$ cat config.mk
export PLATFORM = sky130hd
export DESIGN_NAME = ext_regs
export DESIGN_NICKNAME = d
export VERILOG_FILES = /design/src/pkg/ext_regs_pkg.sv /design/src/rtl/ext_regs.sv /design/src/rtl/aperture_decode.sv
export VERILOG_INCLUDE_DIRS = /design/src /design/src/pkg
export SDC_FILE = /design/constraint.sdc
export NUM_CORES = 1
export LEC_CHECK = 0
export BUFFER_PORTS_ARGS = -buffer_cell sky130_fd_sc_hd__buf_2
export CAP_MARGIN = 20
export CORE_ASPECT_RATIO = 0.8
export CORE_MARGIN = 2
export CORE_UTILIZATION = 46
export CTS_CLUSTER_DIAMETER = 150
export DETAILED_ROUTE_END_ITERATION = 7
export PLACE_DENSITY = 0.78
export SLEW_MARGIN = 20
export SYNTH_ARGS = -nofsm -noshare
export SYNTH_HDL_FRONTEND = slang
export SYNTH_SLANG_ARGS = --single-unit
$ cat constraint.sdc
create_clock -name clock_in -period 1.8 [get_ports clock_in]
set_input_delay 0.54 -clock clock_in [delete_from_list [all_inputs] [get_ports clock_in]]
set_output_delay 0.54 -clock clock_in [all_outputs]
set_load 0.02 [all_outputs]
$ cat src/pkg/ext_regs_defines.svh
// Constants for the extension lock and extended sequencer mode registers
`ifndef EXT_REGS_DEFINES_SVH
`define EXT_REGS_DEFINES_SVH

// ==========================================================================
// Register indices behind the sequencer data port
`define EXT_LOCK_INDEX        8'h06
`define EXT_MODE_INDEX        8'h07

// ==========================================================================
// Lock register patterns
`define EXT_UNLOCK_MASK       8'h17
`define EXT_UNLOCK_VALUE      8'h12
`define EXT_LOCK_RD_OPEN      8'h12
`define EXT_LOCK_RD_SHUT      8'h0f

// ==========================================================================
// Extended sequencer mode fields and reset values
`define EXT_MODE_RESET        8'h00
`define EXT_MODE_RD_MASK      8'hf7
`define EXT_SEG_MSB           7
`define EXT_SEG_LSB           4
`define EXT_UNMAPPED_RD       8'h00

// ==========================================================================
// Legacy window selects and aperture wrap
`define EXT_MAP_AB            2'h0
`define EXT_MAP_A             2'h1
`define EXT_MAP_B0            2'h2
`define EXT_MAP_B8            2'h3
`define EXT_WRAP_MASK         21'h03ffff

`endif

$ cat src/pkg/ext_regs_pkg.sv
// Types shared by the extension register bank and its aperture decoder
package ext_regs_pkg;

    // ======================================================================
    // Host I/O access on the indexed sequencer port
    typedef struct packed {
        logic       index_wr;   // Write of the index port
        logic       data_wr;    // Write of the data port
        logic       data_rd;    // Read of the data port
        logic [7:0] wdata;      // Write data
    } host_io_t;

    // ======================================================================
    // Host memory access to be claimed or ignored
    typedef struct packed {
        logic        valid;     // Memory cycle present
        logic [23:0] addr;      // Host address
    } mem_req_t;

    typedef struct packed {
        logic        claim;     // Device responds
        logic        linear;    // Claimed by a linear aperture
        logic [20:0] offset;    // Display memory offset
    } mem_ans_t;

endpackage : ext_regs_pkg

$ cat src/rtl/ext_regs.sv
// Extension lock register, extended sequencer mode and aperture decode
// What this block does
// - Writing xxx1x010 to lock unlocks extensions; lock then reads 00010010.
// - Any other lock write relocks extensions; lock then reads 00001111.
// - Variant without lock register keeps extensions always accessible.
// - Segment field zero decodes only legacy A/B windows per map select.
// - Nonzero segment claims 1 Mbyte where address 23:20 equals segment.
// - Two-megabyte enable claims aligned 2 Mbyte, ignoring segment bit zero.
// - One-to-one map only with full 1 Mbyte and chaining; else wrap.
`timescale 1ns/1ps
`include "ext_regs_defines.svh"

module ext_regs #(
    parameter bit HAS_LOCK = 1'b1                            // Lock register built
) (
    input  wire logic                   clock_in,            // Host bus clock
    input  wire logic                   reset_n_in,          // Async reset, active low
    input  wire ext_regs_pkg::host_io_t io_in,               // Sequencer port access
    output logic [7:0]                  rdata_out,           // Read data, registered
    output logic                        rdata_valid_out,     // Read data strobe
    output logic                        extensions_open_out, // Extensions accessible
    output logic [3:0]                  memory_segment_field_out, // Segment field
    input  wire logic                   two_megabyte_aperture_enable_in, // 2M mode
    input  wire logic [1:0]             legacy_memory_map_select_in, // Legacy window
    input  wire logic                   full_megabyte_in,    // 1M memory installed
    input  wire logic                   chain4_in,           // Chained 256-colour
    input  wire ext_regs_pkg::mem_req_t mem_req_in,          // Memory access
    output ext_regs_pkg::mem_ans_t      mem_ans_out,         // Decode answer
    output logic                        mem_ans_valid_out    // Answer strobe
);

    logic [7:0] index_q;
    logic       unlocked_q;
    logic [7:0] mode_q;
    logic       open;
    logic       unlock_match;
    logic [7:0] lock_rd;
    logic [7:0] rd_d;

    // ======================================================================
    // Access control
    assign unlock_match = ((io_in.wdata & `EXT_UNLOCK_MASK) == `EXT_UNLOCK_VALUE);
    assign open         = HAS_LOCK ? unlocked_q : 1'b1;
    assign lock_rd      = unlocked_q ? `EXT_LOCK_RD_OPEN : `EXT_LOCK_RD_SHUT;

    assign extensions_open_out      = open;
    assign memory_segment_field_out = mode_q[`EXT_SEG_MSB:`EXT_SEG_LSB];

    // ======================================================================
    // Index register
    always_ff @(posedge clock_in or negedge reset_n_in) begin
        if (!reset_n_in) begin
            index_q <= 8'h00;
        end else if (io_in.index_wr) begin
            index_q <= io_in.wdata;
        end
    end

    // ======================================================================
    // Lock register
    always_ff @(posedge clock_in or negedge reset_n_in) begin
        if (!reset_n_in) begin
            unlocked_q <= 1'b0;
        end else if (HAS_LOCK && io_in.data_wr && index_q == `EXT_LOCK_INDEX) begin
            unlocked_q <= unlock_match;
        end
    end

    // ======================================================================
    // Extended sequencer mode register, writable only while open
    always_ff @(posedge clock_in or negedge reset_n_in) begin
        if (!reset_n_in) begin
            mode_q <= `EXT_MODE_RESET;
        end else if (open && io_in.data_wr && index_q == `EXT_MODE_INDEX) begin
            mode_q <= io_in.wdata;
        end
    end

    // ======================================================================
    // Read path
    always_comb begin
        rd_d = `EXT_UNMAPPED_RD;
        if (HAS_LOCK && index_q == `EXT_LOCK_INDEX) begin
            rd_d = lock_rd;
        end else if (open && index_q == `EXT_MODE_INDEX) begin
            // Locked extension reads return zero rather than stale state
            rd_d = mode_q & `EXT_MODE_RD_MASK;
        end
    end

    always_ff @(posedge clock_in or negedge reset_n_in) begin
        if (!reset_n_in) begin
            rdata_out       <= 8'h00;
            rdata_valid_out <= 1'b0;
        end else begin
            rdata_valid_out <= io_in.data_rd;
            if (io_in.data_rd) begin
                rdata_out <= rd_d;
            end
        end
    end

    // ======================================================================
    // Memory decode
    aperture_decode u_decode (
        .clock_in                        (clock_in),
        .reset_n_in                      (reset_n_in),
        .req_in                          (mem_req_in),
        .memory_segment_field_in         (memory_segment_field_out),
        .two_megabyte_aperture_enable_in (two_megabyte_aperture_enable_in),
        .legacy_memory_map_select_in     (legacy_memory_map_select_in),
        .one_to_one_in                   (full_megabyte_in & chain4_in),
        .ans_out                         (mem_ans_out),
        .ans_valid_out                   (mem_ans_valid_out)
    );
endmodule : ext_regs

$ cat src/rtl/aperture_decode.sv
// Display memory address decode: legacy windows or linear aperture
`timescale 1ns/1ps
`include "ext_regs_defines.svh"

module aperture_decode (
    input  wire logic                  clock_in,         // Host bus clock
    input  wire logic                  reset_n_in,       // Async reset, active low
    input  wire ext_regs_pkg::mem_req_t req_in,          // Memory access
    input  wire logic [3:0]            memory_segment_field_in,      // Segment
    input  wire logic                  two_megabyte_aperture_enable_in, // 2M mode
    input  wire logic [1:0]            legacy_memory_map_select_in,  // Window
    input  wire logic                  one_to_one_in,    // Full 1M and chained
    output ext_regs_pkg::mem_ans_t     ans_out,          // Registered answer
    output logic                       ans_valid_out     // Answer strobe
);

    logic        linear_mode;
    logic        hit_linear;
    logic        hit_legacy;
    logic [20:0] raw_offset;
    logic [20:0] offset;

    // ======================================================================
    // Window selection
    always_comb begin
        linear_mode = (memory_segment_field_in != 4'h0);
        if (two_megabyte_aperture_enable_in) begin
            // Low segment bit is a don't care, so odd values round down
            hit_linear = (req_in.addr[23:21] == memory_segment_field_in[3:1]);
            raw_offset = req_in.addr[20:0];
        end else begin
            hit_linear = (req_in.addr[23:20] == memory_segment_field_in);
            raw_offset = {1'b0, req_in.addr[19:0]};
        end
        hit_legacy = 1'b0;
        if (req_in.addr[23:17] == 7'h05) begin
            unique case (legacy_memory_map_select_in)
                `EXT_MAP_AB: hit_legacy = 1'b1;
                `EXT_MAP_A:  hit_legacy = ~req_in.addr[16];
                `EXT_MAP_B0: hit_legacy = req_in.addr[16] & ~req_in.addr[15];
                `EXT_MAP_B8: hit_legacy = req_in.addr[16] & req_in.addr[15];
            endcase
        end
        // Whole range is still claimed; short memory just wraps
        offset = one_to_one_in ? raw_offset : (raw_offset & `EXT_WRAP_MASK);
    end

    // ======================================================================
    // Registered answer
    always_ff @(posedge clock_in or negedge reset_n_in) begin
        if (!reset_n_in) begin
            ans_out       <= '0;
            ans_valid_out <= 1'b0;
        end else begin
            ans_valid_out <= req_in.valid;
            ans_out.claim  <= req_in.valid & (linear_mode ? hit_linear : hit_legacy);
            ans_out.linear <= req_in.valid & linear_mode & hit_linear;
            ans_out.offset <= linear_mode ? offset : {4'h0, req_in.addr[16:0]};
        end
    end
endmodule : aperture_decode

==> impl_metrics.csv <==
group,metric,value,unit
outcome,status,"finished, final reports clean",
placement,dp_slack,0.224,ns
clock_network,numCtsBuffers,5,
logic_synthesis,avgSynthCellArea,13.8,µm²
finish,num-fill-cells,315,
logic_synthesis,ys_ff_latch,49,
floorplan,fp-row-count,20,
finish,antenna_cells,0,
global_route,antenna_found_initial,0,
power,ir_worst_vdd,0.372,mV
clock_network,cts_setup_buffers,0,
sta,hold_viol,0,
logic_synthesis,syn_inst,131,
clock_network,ctsHoldBuffers,0,
sta,finalWorstSetupSlack,0.220,ns
logic_synthesis,synth.top_cells.by_area,"dfrtp_1 68%, mux2_2 9.4%, inv_1 2.1%, o21ai_0 1.7%, buf_4 1.7%",
floorplan,die_area,4450,µm²
logic_synthesis,yosys.area.top_type_share,67.9,%
worst_setup_path,crit_slowest_cell,"dfrtp_1",
logic_synthesis,ys.flop_type,"dfrtp_1",
sta,min_period_over_period,87.8,%
clock_network,cts_sinks,49,
finish,syn_to_final_growth,31.5,%
clock_network,cts_tree,"built",
worst_setup_path,crit_fanout,9,
finish,utilization,62.8,%
sta,fin_tns_setup,0,ns
sta,tightest_slew,0.359,ns
clock_network,htree_levels,2,
drt,ant_nets,0,
worst_setup_path,arrival,1.04,ns
floorplan,io_pins,81,
clock_network,cts.repair.resized,0,
clock_network,clk_pin_slew,0.08,ns
logic_synthesis,synth-edff-count,0,
global_route,grt_usage,17.9,%
sta,setup_violations,0,
finish,fin_nets,255,
job,drv_cap,0,
placement,io_buffers,80,
worst_setup_path,crit_family,"flip-flops",
worst_setup_path,worst_setup_path_end_kind,"output pin",
worst_setup_path,path_buf_inv,1,
logic_synthesis,yosysWarnings,0,
power,p_leak,1.25,nW
clock_network,cts_root_buf,"clkbuf_8",
drt,drc,0,
clock_network,clock_path_buffers,2,
floorplan,start_util,47.8,%
finish,drive_gt1_share,50.2,%
logic_synthesis,yosysSeqAreaShare,67.9,%
drt,vias,1287,
worst_setup_path,cp-start-kind,"flop",
floorplan,core_area,3780,µm²
hold_path,hp-class,"in2async",
clock_network,insertion_delay,0.30,ns
worst_setup_path,critPathKind,"reg2out",
drt,wire_per_inst,13.2,µm
floorplan,die_h,60.0,µm
sta,rsz0062_at_grt,"false",
drt,first_iter_violations,47,
sta,period_needed,1.58,ns
drt,wirelength,3530,µm
logic_synthesis,syn_nets,174,
sta,fmax,0.633,GHz
drt,vias_per_cell,4.80,
floorplan,die_width,74.0,µm
worst_setup_path,required,1.26,ns
global_route,grt_pass1_wl,5800,µm
power,powerDensity,941,nW/µm²
drt,drtPass1Iterations,4,
sta,relSlewSlack,75.5,%
placement,gp_congestion,0.800,
logic_synthesis,synth_area_leader_cell,"dfrtp_1",
worst_setup_path,path_cells,"buf_2",
global_route,grt_pass1_vias,1266,
power,p_total,2.23,mW
sta,drv_slew,0,
global_route,grt_max_degree,27,
logic_synthesis,ys_types,26,
sta,fin_worst_skew,0.00894,ns
worst_setup_path,slowest_delay,0.52,ns
global_route,gr-total-overflow,0,
logic_synthesis,synth-async-reset-ratio,100,%
logic_synthesis,synth_area,1810,µm²
power by group:
group	leakage, nW	total [mW]	internal (mW)	switching [mW]
logic	0.555	0.176	0.0742	0.102
clock network	0.0681	0.900	0.552	0.348
registers	0.623	1.16	1.14	0.0177
total	1.25	2.23	1.77	0.468
cell usage in the layout (no fill, tap or decap), drive strengths merged, types with 3 or more instances in the layout:
| cell | n |
|---|---|
| buf | 83 |
| nand3 | 5 |
| dfrtp | 49 |
| mux2 | 15 |
| inv | 10 |
| and3 | 4 |
| and2 | 3 |
| o211ai | 3 |
| nand2 | 8 |
| clkbuf | 5 |
| o21ai | 6 |
| o22ai | 3 |
metal layers:
metal	wire [µm]	GRT usage [%]	up-vias
li1	-	-	606
met1	1530	24.0	638
met2	1740	27.3	37
met3	200	4.89	6
met4	66	8.57	0
met5	0	0	-
worst paths after layout:
kind / startpoint / endpoint / slack (ns) / cells past startpoint
max in group asynchronous: reset_n_in / extensions_open_out / 1.32 / 2
max: extensions_open_out / extensions_open_out / 0.22 / 1
min: reset_n_in / u_decode.ans_out[21] / 0.22 / 2
max reg2reg: index_q[5] / mode_q[1] / 0.23 / 4
min reg2reg: index_q[2] / index_q[2] / 0.51 / 1
min in group clock_in: mem_req_in[0] / u_decode.ans_out[0] / 0.34 / 1
sequential cells by signal (all words and copies together) (netlist names):
name,count
extensions_open_out,1
index_q,8
mode_q,7
rdata_out,8
rdata_valid_out,1
u_decode.ans_out,23
u_decode.ans_valid_out,1
metrics by stage:
stage	instance area [µm²]	std cells	hold WS [ns]
2_1_floorplan	1810	131	0.244
3_3_place_gp	2240	260	0.486
3_5_place_dp	2240	260	0.492
4_1_cts	2370	268	0.218
5_1_grt	2370	268	0.228
6_report	2370	268	0.217
cells in the mapped netlist (2+ instances only):
| cell | count |
|---|---|
| o21ai_0 | 6 |
| o22ai_1 | 3 |
| o211ai_1 | 3 |
| xor2_1 | 2 |
| clkbuf_1 | 3 |
| nor4b_1 | 2 |
| xnor2_1 | 2 |
| and3_1 | 4 |
| buf_4 | 4 |
| and2_1 | 3 |
| dfrtp_1 | 49 |
| inv_1 | 10 |
| mux2_2 | 15 |
| nand3_1 | 5 |
| o2111ai_1 | 2 |
| nand2_1 | 8 |
kinds of logic after synthesis:
group                     share of synthesized area (%)
muxes                                              9.36
AOI/OAI and AO/OA                                  5.82
buffers and inverters                              5.27
DFF                                                67.9
and+or+nand+nor                                    9.70
xor gates and xnor gates                           1.94
area by class of cell:
class | instances | area (µm²) | share of cell area [%]
inverters | 10 | 37.5 | 1.58
repair buffers | 83 | 423 | 17.8
multi-input cells | 63 | 484 | 20.4
well taps | 55 | 68.8 | 2.90
clock buffers | 5 | 68.8 | 2.90
clock inverters | 3 | 65.1 | 2.74
flip-flops and latches | 49 | 1230 | 51.7
No activity file was read; power rests on OpenSTA's default activity.
